==> src/fcc_pkg.sv <==
// Notes on behaviour
// - Function code picks set state, return state, or return option flags.
// - Option bit 0 makes a set persistent; hard reset reverts to persistent values.
// - Return-state success puts state low byte in sector count, high in number.
// - Return-flags success puts flags low byte in sector count, high in number.
// - Other functions leave sector count/number reserved; cylinder and head always reserved.
// - Write cache states: 0001h set-features decides, 0002h forced on, 0003h forced off.
// - While forced, set-features cache changes complete normally but change nothing.
// - Write cache feature starts in state 0001h.
// - Reordering feature: 0001h enable, 0002h disable, enable by default.
// - Setting reordering disable completes without error but is not applied.
// - Logging interval feature takes 0001h to FFFFh minutes; 0000h is invalid.
// - Setting interval resets history: index zero, entry zero current temperature, rest 80h.
// - Queue reset keeps sample period and all temperature limit values.
// - Logging interval is 0001h minute until the host sets another.
package fcc_pkg;
	// Command codes
	localparam logic [15:0] ACT_FEATURE = 16'h0004;
	localparam logic [15:0] FUNC_SET = 16'h0001;
	localparam logic [15:0] FUNC_GET = 16'h0002;
	localparam logic [15:0] FUNC_OPT = 16'h0003;
	localparam logic [15:0] FEAT_WC = 16'h0001;
	localparam logic [15:0] FEAT_RO = 16'h0002;
	localparam logic [15:0] FEAT_LOG = 16'h0003;
	// Feature states and defaults
	localparam logic [15:0] WC_AUTO = 16'h0001;
	localparam logic [15:0] WC_ON = 16'h0002;
	localparam logic [15:0] WC_OFF = 16'h0003;
	localparam logic [15:0] RO_EN = 16'h0001;
	localparam logic [15:0] RO_DIS = 16'h0002;
	localparam logic [15:0] LOG_DEF = 16'h0001;
	localparam logic [15:0] LOG_BAD = 16'h0000;
	localparam logic [7:0] HIST_FILL = 8'h80;
	localparam int OPT_NV_BIT = 0;
	// Completion codes
	localparam logic [7:0] ST_OK = 8'h50;
	localparam logic [7:0] ST_ERR = 8'h51;
	localparam logic [7:0] ER_OK = 8'h00;
	localparam logic [7:0] ER_ABRT = 8'h04;
	// Register byte addresses
	localparam logic [7:0] A_FUNC = 8'h00;
	localparam logic [7:0] A_FEAT = 8'h04;
	localparam logic [7:0] A_STATE = 8'h08;
	localparam logic [7:0] A_OPT = 8'h0C;
	localparam logic [7:0] A_GO = 8'h10;
	localparam logic [7:0] A_RES = 8'h14;
	localparam logic [7:0] A_TF = 8'h18;
	localparam logic [7:0] A_WC = 8'h1C;
	localparam logic [7:0] A_RO = 8'h20;
	localparam logic [7:0] A_LOG = 8'h24;
	localparam logic [7:0] A_INFO = 8'h28;
	localparam logic [7:0] A_HSEL = 8'h2C;
	localparam logic [7:0] A_HDATA = 8'h30;
	localparam logic SETF_DEF = 1'b1;
	// Command sequencer states
	typedef enum logic [2:0] {
		S_IDLE = 3'b001,
		S_EXEC = 3'b010,
		S_WAIT = 3'b100
	} fcc_state_e;
endpackage

==> src/fcc_if.sv <==
`timescale 1ns/1ps
`default_nettype none
// History queue link
interface fcc_q_if #(parameter int IW = 7);
	logic clear;
	logic sample;
	logic [7:0] temp;
	logic busy;
	logic [IW-1:0] idx;
	logic [IW-1:0] rd_idx;
	logic [7:0] rd_data;
	modport ctl(output clear, sample, temp, rd_idx, input busy, idx, rd_data);
	modport hist(input clear, sample, temp, rd_idx, output busy, idx, rd_data);
endinterface

// Write cache policy link
interface fcc_wc_if;
	logic [15:0] mode;
	logic setf_req;
	logic setf_en;
	logic setf_done;
	logic wc_on;
	modport ctl(output mode, setf_req, setf_en, input setf_done, wc_on);
	modport cache(input mode, setf_req, setf_en, output setf_done, wc_on);
endinterface
`default_nettype wire

==> src/fcc_hist.sv <==
`timescale 1ns/1ps
`default_nettype none
module fcc_hist
	import fcc_pkg::*;
#(
	parameter int DEPTH = 128
) (
	// Clock and reset
	input wire logic clk,
	input wire logic rst_n,
	// Controller side
	fcc_q_if.hist q
);
	localparam int IW = $clog2(DEPTH);
	localparam logic [IW-1:0] LAST = IW'(DEPTH - 1);
	logic [7:0] mem [DEPTH];
	logic [IW-1:0] idx, next_idx, fill, next_fill, wa;
	logic busy, next_busy, we;
	logic [7:0] wd, rdat;

	// Index, fill walk and write port; only the queue is touched, limits live elsewhere
	always_comb begin
		next_idx = idx;
		next_fill = fill;
		next_busy = busy;
		we = 1'b0;
		wa = '0;
		wd = HIST_FILL;
		if (q.clear) begin
			next_idx = '0;
			next_fill = IW'(1);
			next_busy = 1'b1;
			we = 1'b1;
			wa = '0;
			wd = q.temp;
		end else if (busy) begin
			// One entry per cycle keeps it to a single write port
			next_fill = IW'(fill + 1'b1);
			next_busy = (fill != LAST);
			we = 1'b1;
			wa = fill;
			wd = HIST_FILL;
		end else if (q.sample) begin
			next_idx = (idx == LAST) ? '0 : IW'(idx + 1'b1);
			we = 1'b1;
			wa = next_idx;
			wd = q.temp;
		end
	end

	always_ff @(posedge clk or negedge rst_n) begin
		if (!rst_n) begin
			idx <= '0;
			fill <= '0;
			busy <= 1'b0;
		end else begin
			idx <= next_idx;
			fill <= next_fill;
			busy <= next_busy;
		end
	end

	// Array has no reset; contents are history, not control
	always_ff @(posedge clk) begin
		if (we) begin
			mem[wa] <= wd;
		end
		rdat <= mem[q.rd_idx];
	end

	assign q.busy = busy;
	assign q.idx = idx;
	assign q.rd_data = rdat;
endmodule
`default_nettype wire

==> src/fcc_wcache.sv <==
`timescale 1ns/1ps
`default_nettype none
module fcc_wcache
	import fcc_pkg::*;
(
	// Clock and reset
	input wire logic clk,
	input wire logic rst_n,
	// Controller side
	fcc_wc_if.cache w
);
	logic setf_bit, next_setf, on, next_on, done;

	// Set-features choice only counts while policy is automatic
	always_comb begin
		next_setf = setf_bit;
		if (w.setf_req && w.mode == WC_AUTO) begin
			next_setf = w.setf_en;
		end
		case (w.mode)
			WC_ON: next_on = 1'b1;
			WC_OFF: next_on = 1'b0;
			default: next_on = next_setf;
		endcase
	end

	always_ff @(posedge clk or negedge rst_n) begin
		if (!rst_n) begin
			setf_bit <= SETF_DEF;
			on <= SETF_DEF;
			done <= 1'b0;
		end else begin
			setf_bit <= next_setf;
			on <= next_on;
			done <= w.setf_req;
		end
	end

	assign w.wc_on = on;
	assign w.setf_done = done;
endmodule
`default_nettype wire

==> src/fcc_feature_ctl.sv <==
// The address-and-strobe port and the register addresses were decided locally.
`timescale 1ns/1ps
`default_nettype none
module fcc_feature_ctl
	import fcc_pkg::*;
#(
	parameter int HIST_DEPTH = 128
) (
	// Clock and reset
	input wire logic clk,
	input wire logic rst_n,
	// Register port
	input wire logic [7:0] addr,
	input wire logic [31:0] wdata,
	input wire logic wr,
	input wire logic rd,
	output logic [31:0] rdata,
	// Drive events
	input wire logic hard_reset,
	input wire logic setf_req,
	input wire logic setf_en,
	output logic setf_done,
	input wire logic minute_tick,
	input wire logic [7:0] cur_temp,
	// Feature levels
	output logic wc_active,
	output logic id85_wc,
	output logic reorder_on,
	output logic [15:0] log_interval
);
	localparam int IW = $clog2(HIST_DEPTH);

	fcc_q_if #(.IW(IW)) qif();
	fcc_wc_if wif();

	fcc_hist #(.DEPTH(HIST_DEPTH)) u_hist(.clk(clk), .rst_n(rst_n), .q(qif));
	fcc_wcache u_wc(.clk(clk), .rst_n(rst_n), .w(wif));

	fcc_state_e st, next_st;
	logic [15:0] func, feat, sval, opt, next_func, next_feat, next_sval, next_opt;
	logic [15:0] wc_st, ro_st, log_iv, next_wc, next_ro, next_log;
	logic [15:0] nv_wc, nv_ro, nv_log, next_nv_wc, next_nv_ro, next_nv_log;
	logic [2:0] pflag, next_pflag;
	logic [7:0] sc, sn, stat, err, next_sc, next_sn, next_stat, next_err;
	logic done, next_done, qclr, next_qclr, qsmp, next_qsmp;
	logic [15:0] mcnt, next_mcnt;
	logic [IW-1:0] hsel, next_hsel;
	logic [31:0] next_rdata;
	logic cmd_ok;
	logic [15:0] cur_state, cur_flags;

	// Valid state value for a feature on a set
	function automatic logic state_ok(input logic [15:0] f, input logic [15:0] s);
		case (f)
			FEAT_WC: state_ok = (s == WC_AUTO) || (s == WC_ON) || (s == WC_OFF);
			FEAT_RO: state_ok = (s == RO_EN) || (s == RO_DIS);
			FEAT_LOG: state_ok = (s != LOG_BAD);
			default: state_ok = 1'b0;
		endcase
	endfunction

	// Decode of the staged command
	always_comb begin
		cur_state = '0;
		cur_flags = '0;
		case (feat)
			FEAT_WC: begin
				cur_state = wc_st;
				cur_flags = {15'h0000, pflag[0]};
			end
			FEAT_RO: begin
				cur_state = ro_st;
				cur_flags = {15'h0000, pflag[1]};
			end
			FEAT_LOG: begin
				cur_state = log_iv;
				cur_flags = {15'h0000, pflag[2]};
			end
			default: begin
				cur_state = '0;
			end
		endcase
		// Reserved and vendor feature codes are not supported
		cmd_ok = (feat == FEAT_WC) || (feat == FEAT_RO) || (feat == FEAT_LOG);
		if (func == FUNC_SET) begin
			cmd_ok = cmd_ok && state_ok(feat, sval);
		end else if (func != FUNC_GET && func != FUNC_OPT) begin
			cmd_ok = 1'b0;
		end
	end

	// Sequencer, feature state and result registers
	always_comb begin
		next_st = st;
		next_func = func;
		next_feat = feat;
		next_sval = sval;
		next_opt = opt;
		next_wc = wc_st;
		next_ro = ro_st;
		next_log = log_iv;
		next_nv_wc = nv_wc;
		next_nv_ro = nv_ro;
		next_nv_log = nv_log;
		next_pflag = pflag;
		next_sc = sc;
		next_sn = sn;
		next_stat = stat;
		next_err = err;
		next_done = done;
		next_qclr = 1'b0;
		next_hsel = hsel;
		// Staging registers only change while idle so a running command sees stable inputs
		if (wr && st == S_IDLE) begin
			case (addr)
				A_FUNC: next_func = wdata[15:0];
				A_FEAT: next_feat = wdata[15:0];
				A_STATE: next_sval = wdata[15:0];
				A_OPT: next_opt = wdata[15:0];
				default: next_func = func;
			endcase
		end
		if (wr && addr == A_HSEL) begin
			next_hsel = wdata[IW-1:0];
		end
		case (st)
			S_IDLE: begin
				if (wr && addr == A_GO) begin
					next_done = 1'b0;
					if (wdata[15:0] == ACT_FEATURE) begin
						next_st = S_EXEC;
					end else begin
						next_done = 1'b1;
						next_stat = ST_ERR;
						next_err = ER_ABRT;
						next_sc = '0;
						next_sn = '0;
					end
				end
			end
			S_EXEC: begin
				next_st = S_IDLE;
				next_done = 1'b1;
				// Reserved outputs read as zero
				next_sc = '0;
				next_sn = '0;
				next_stat = cmd_ok ? ST_OK : ST_ERR;
				next_err = cmd_ok ? ER_OK : ER_ABRT;
				if (cmd_ok) begin
					case (func)
						FUNC_GET: begin
							next_sc = cur_state[7:0];
							next_sn = cur_state[15:8];
						end
						FUNC_OPT: begin
							next_sc = cur_flags[7:0];
							next_sn = cur_flags[15:8];
						end
						default: begin
							case (feat)
								FEAT_WC: begin
									next_wc = sval;
									next_pflag[0] = opt[OPT_NV_BIT];
									if (opt[OPT_NV_BIT]) next_nv_wc = sval;
								end
								FEAT_RO: begin
									// Disable is accepted and dropped
									next_pflag[1] = opt[OPT_NV_BIT];
									if (sval == RO_EN) begin
										next_ro = sval;
										if (opt[OPT_NV_BIT]) next_nv_ro = sval;
									end
								end
								default: begin
									next_log = sval;
									next_pflag[2] = opt[OPT_NV_BIT];
									if (opt[OPT_NV_BIT]) next_nv_log = sval;
									next_qclr = 1'b1;
									next_done = 1'b0;
									next_st = S_WAIT;
								end
							endcase
						end
					endcase
				end
			end
			S_WAIT: begin
				// Held until the fill is over; busy only rises the cycle after the clear pulse
				if (!qif.busy && !qclr) begin
					next_st = S_IDLE;
					next_done = 1'b1;
				end
			end
			default: next_st = S_IDLE;
		endcase
		// Hard reset falls back to the persistent copies
		if (hard_reset) begin
			next_wc = nv_wc;
			next_ro = nv_ro;
			next_log = nv_log;
		end
	end

	always_ff @(posedge clk or negedge rst_n) begin
		if (!rst_n) begin
			st <= S_IDLE;
			func <= '0;
			feat <= '0;
			sval <= '0;
			opt <= '0;
			wc_st <= WC_AUTO;
			ro_st <= RO_EN;
			log_iv <= LOG_DEF;
			nv_wc <= WC_AUTO;
			nv_ro <= RO_EN;
			nv_log <= LOG_DEF;
			pflag <= '0;
			sc <= '0;
			sn <= '0;
			stat <= ST_OK;
			err <= ER_OK;
			done <= 1'b0;
			qclr <= 1'b0;
			hsel <= '0;
		end else begin
			st <= next_st;
			func <= next_func;
			feat <= next_feat;
			sval <= next_sval;
			opt <= next_opt;
			wc_st <= next_wc;
			ro_st <= next_ro;
			log_iv <= next_log;
			nv_wc <= next_nv_wc;
			nv_ro <= next_nv_ro;
			nv_log <= next_nv_log;
			pflag <= next_pflag;
			sc <= next_sc;
			sn <= next_sn;
			stat <= next_stat;
			err <= next_err;
			done <= next_done;
			qclr <= next_qclr;
			hsel <= next_hsel;
		end
	end

	// Minute counter paces history samples; restarts with each queue reset
	always_comb begin
		next_mcnt = mcnt;
		next_qsmp = 1'b0;
		if (qclr) begin
			next_mcnt = '0;
		end else if (minute_tick) begin
			if (16'(mcnt + 1'b1) >= log_iv) begin
				next_mcnt = '0;
				next_qsmp = 1'b1;
			end else begin
				next_mcnt = 16'(mcnt + 1'b1);
			end
		end
	end

	always_ff @(posedge clk or negedge rst_n) begin
		if (!rst_n) begin
			mcnt <= '0;
			qsmp <= 1'b0;
		end else begin
			mcnt <= next_mcnt;
			qsmp <= next_qsmp;
		end
	end

	// Read mux; cylinder and device/head bytes stay zero in the upper half
	always_comb begin
		case (addr)
			A_FUNC: next_rdata = {16'h0000, func};
			A_FEAT: next_rdata = {16'h0000, feat};
			A_STATE: next_rdata = {16'h0000, sval};
			A_OPT: next_rdata = {16'h0000, opt};
			A_RES: next_rdata = {14'h0000, st != S_IDLE, done, err, stat};
			A_TF: next_rdata = {16'h0000, sn, sc};
			A_WC: next_rdata = {16'h0000, wc_st};
			A_RO: next_rdata = {16'h0000, ro_st};
			A_LOG: next_rdata = {16'h0000, log_iv};
			A_INFO: next_rdata = {31'h00000000, wif.wc_on};
			A_HSEL: next_rdata = {{(32 - IW){1'b0}}, hsel};
			A_HDATA: next_rdata = {24'h000000, qif.rd_data};
			default: next_rdata = '0;
		endcase
	end

	always_ff @(posedge clk or negedge rst_n) begin
		if (!rst_n) begin
			rdata <= '0;
		end else begin
			rdata <= rd ? next_rdata : 32'h00000000;
		end
	end

	// Links to the submodules and pins
	assign qif.clear = qclr;
	assign qif.sample = qsmp;
	assign qif.temp = cur_temp;
	assign qif.rd_idx = hsel;
	assign wif.mode = wc_st;
	assign wif.setf_req = setf_req;
	assign wif.setf_en = setf_en;
	assign setf_done = wif.setf_done;
	assign wc_active = wif.wc_on;
	assign id85_wc = wif.wc_on;
	assign reorder_on = (ro_st == RO_EN);
	assign log_interval = log_iv;
endmodule
`default_nettype wire

==> config.mk <==
export PLATFORM = sky130hd
export DESIGN_NAME = fcc_feature_ctl
export DESIGN_NICKNAME = d
export VERILOG_FILES = /design/src/fcc_pkg.sv /design/src/fcc_if.sv /design/src/fcc_hist.sv /design/src/fcc_wcache.sv /design/src/fcc_feature_ctl.sv
export SDC_FILE = /design/constraint.sdc
export NUM_CORES = 1
export LEC_CHECK = 0
export BUFFER_PORTS_ARGS = -buffer_cell sky130_fd_sc_hd__buf_2
export CORE_MARGIN = 2
export CORE_UTILIZATION = 35
export CTS_BUF_LIST = sky130_fd_sc_hd__clkbuf_4
export CTS_CLUSTER_SIZE = 40
export DETAILED_ROUTE_END_ITERATION = 16
export SLEW_MARGIN = 20
export SYNTH_ARGS = -nofsm -noshare
export SYNTH_HDL_FRONTEND = slang
export SYNTH_SLANG_ARGS = --single-unit
==> constraint.sdc <==
create_clock -name clk -period 5.8 [get_ports clk]
set_input_delay 1.16 -clock clk [delete_from_list [all_inputs] [get_ports clk]]
set_output_delay 1.16 -clock clk [all_outputs]
set_load 0.01 [all_outputs]
==> results.sh <==
export IMPL_grt_usage_pct=18.0
export IMPL_core_area_um2=149000
export IMPL_relSlewSlack_pct=25.1
export IMPL_setup_slack_ps=1570
export IMPL_grt_max_degree=129
export IMPL_crit_required_ps=6730
export IMPL_die_x_um=392
export IMPL_cts_root_buf="clkbuf_4"
export IMPL_synth_edf_count=1024
export IMPL_layout_drive_gt1_share_pct=25.5
export IMPL_setup_viol=0
export IMPL_dp_final_hpwl_um=85900
export IMPL_die_h_um=392
export IMPL_clk_path_buf_depth=4
export IMPL_vdd_drop_max_v=0.000210
export IMPL_fillers=13800
export IMPL_period_needed_ps=4230
export IMPL_multi_input_area_um2=14400
export IMPL_crit_type="flip-flop to flip-flop"
export IMPL_period_share_pct=72.9
export IMPL_ys_seq_area_share_pct=70.5
export IMPL_yosysWarnings=0
export IMPL_hold_viol_final=0
export IMPL_cap_violations=0
export IMPL_instances_no_fill=5788
export IMPL_num_rows=142
export IMPL_p_leak_nw=20.3
export IMPL_crit_path_end_kind="flip-flop"
export IMPL_start_kind="flip-flop"
export IMPL_detailedPlace_worstSlack_ps=1600
export IMPL_num_vias=31300
export IMPL_synth_area_leader_cell="edfxtp_1"
export IMPL_grt_pass1_wl_um=205000
export IMPL_tightest_slew_ps=1120
export IMPL_drtPass1Iterations=8
export IMPL_dp_cells=5229
export IMPL_postCtsResizedCells=0
export IMPL_fmax_mhz=236
export IMPL_drcViolationCount=0
export IMPL_top_register="u_hist.mem"
export IMPL_drt_iter0_markers=3116
export IMPL_ff_latch_area_um2=37100
export IMPL_tns_ps=0
export IMPL_fin_total_pwr_mw=18.5
export IMPL_syn_avg_cell_area_um2=16.3
export IMPL_viasPerCell=5.40
export IMPL_async_flop_share_pct=19.2
export IMPL_cts_setup_buffers=0
export IMPL_layout_commonest_cell="edfxtp_1"
export IMPL_largest_registers="u_hist.mem: 1024 flops, rdata: 18 flops"
export IMPL_finalNetCount=3633
export IMPL_finalWirelength_um=139000
export IMPL_ant_nets=0
export IMPL_ys_ff_latch=1277
export IMPL_syn_instance_count=3234
export IMPL_largest_register_ffs=1024
export IMPL_antenna_found_initial=7
export IMPL_hold_buffers=1
export IMPL_ys_types=80
export IMPL_hold_ws_ps=147
export IMPL_netlist_area_um2=52600
export IMPL_power_density_nw_per_um2=311
export IMPL_cts_htree_levels=5
export IMPL_overflow=0
export IMPL_clk_pin_slew_ps=60
export IMPL_portBuffers=77
export IMPL_syn_to_final_growth_pct=13.0
export IMPL_wl_per_cell_um=23.9
export IMPL_dominantRegCellSynth="edfxtp_1"
export IMPL_worstHoldPathType="primary input to flip-flop"
export IMPL_crit_fanout=11
export IMPL_die_area_um2=153000
export IMPL_layout_common_cells="edfxtp_1, clkbuf_4, mux2i_1"
export IMPL_insertion_delay_ps=1260
export IMPL_yosys_top_cells_area="edfxtp_1, dfrtp_1, mux2i_1"
export IMPL_grt_pass1_vias=30900
export IMPL_cts_made_buffers=340
export IMPL_drv_slew=0
export IMPL_cts_sinks=1277
export IMPL_crit_arrival_ps=5160
export IMPL_start_util_pct=35.2
export IMPL_synth_top_area_share_pct=58.5
export IMPL_cts_tree="built"
export IMPL_rsz0062_at_grt="no"
export IMPL_globalplace_congestion=0.994
export IMPL_io_pins=108
export IMPL_status="finished, final reports clean"
export IMPL_skew_ps=86.3
[per-layer routing]
metal	vias to the layer above	part of all wire, %	GRT usage [%]
met5	-	0.0094	0
li1	13700	-	-
met3	247	8.0	4.05
met1	16000	43	24.9
met4	2	2.6	6.58
met2	1361	47	27.6
[metrics by stage]
step	utilization, %	cell area (µm²)
after CTS	39.7	59300
after floorplan	-	52600
final	39.8	59400
after global routing	39.7	59400
after detailed placement	37.0	55200
after global placement	37.0	55200
[power by group]
part	switching, mW	internal, mW	leakage (nW)
clock	3.53	4.17	2.47
combinational	0.508	0.314	5.06
sequential	0.112	9.86	12.7
[cell families after synthesis]
logic type | Yosys count | synth area share, %
buffers and inverters | 239 | 2.51
multiplexers | 507 | 12.8
AND/OR/NAND/NOR | 624 | 6.00
flip-flops | 1277 | 70.5
adder cells (fa/ha/maj) | 19 | 0.452
XOR/XNOR | 24 | 0.400
AO/OA/AOI/OAI | 543 | 7.31
other | 1 | 0.00713
[synthesized netlist by cell type, drive strengths merged (7+ instances only)]
master   number
a21o         10
nand2b       22
a22oi        69
mux4        120
o32ai         7
a31oi        16
a32o         13
buf          96
nor3b         7
nor3         68
a211oi       21
xnor2        14
or4b          7
a211o        10
ha           19
xor2         10
a221oi       47
nor4         36
o21ai        63
and2         41
and3         15
mux2i       278
edfxtp     1024
nand4        16
nor2b        21
o221ai       31
a22o         31
dfstp         9
nand2       135
o22ai       120
clkbuf      100
nand3        29
inv          42
dfxtp         8
mux2        109
a21oi        74
nor2        193
dfrtp       236
a2111oi      10
[area by class of cell]
type	instances	area share [%]
clock buffer	501	6.33
tap	2016	4.25
sequential	1277	62.4
antenna	8	0.0337
clock inverter	47	0.569
timing repair buffer	165	1.98
multi-input combinational	1731	24.2
inverter	43	0.272
[final timing paths]
check	startpoint	to	slack, ps	cells past startpoint
setup / recovery	u_hist.q.idx[0]$_DFFE_PN0P_	u_hist.mem[110][6]$_DFFE_PP_	1570	9
hold / removal	setf_req	u_wc.w.setf_done$_DFF_PN0_	150	1
setup reg to reg	u_hist.q.idx[0]$_DFFE_PN0P_	u_hist.mem[110][6]$_DFFE_PP_	1570	9
hold reg to reg	nv_ro[2]$_DFFE_PN0P_	ro_st[2]$_DFFE_PN0P_	460	1
max in group asynchronous	rst_n	nv_ro[2]$_DFFE_PN0P_	3900	3
min in group asynchronous	rst_n	func[14]$_DFFE_PN0P_	600	2
[critical path, stage by stage (launching register included)]
cell	delay (ps)
dfrtp_1	400
ha_1	270
nand4_1	170
o311ai_2	510
o21ai_0	330
nor2_1	300
nand3_1	530
buf_4	470
nor3_1	720
buf_4	270
No activity file was read; power rests on OpenSTA's default activity.
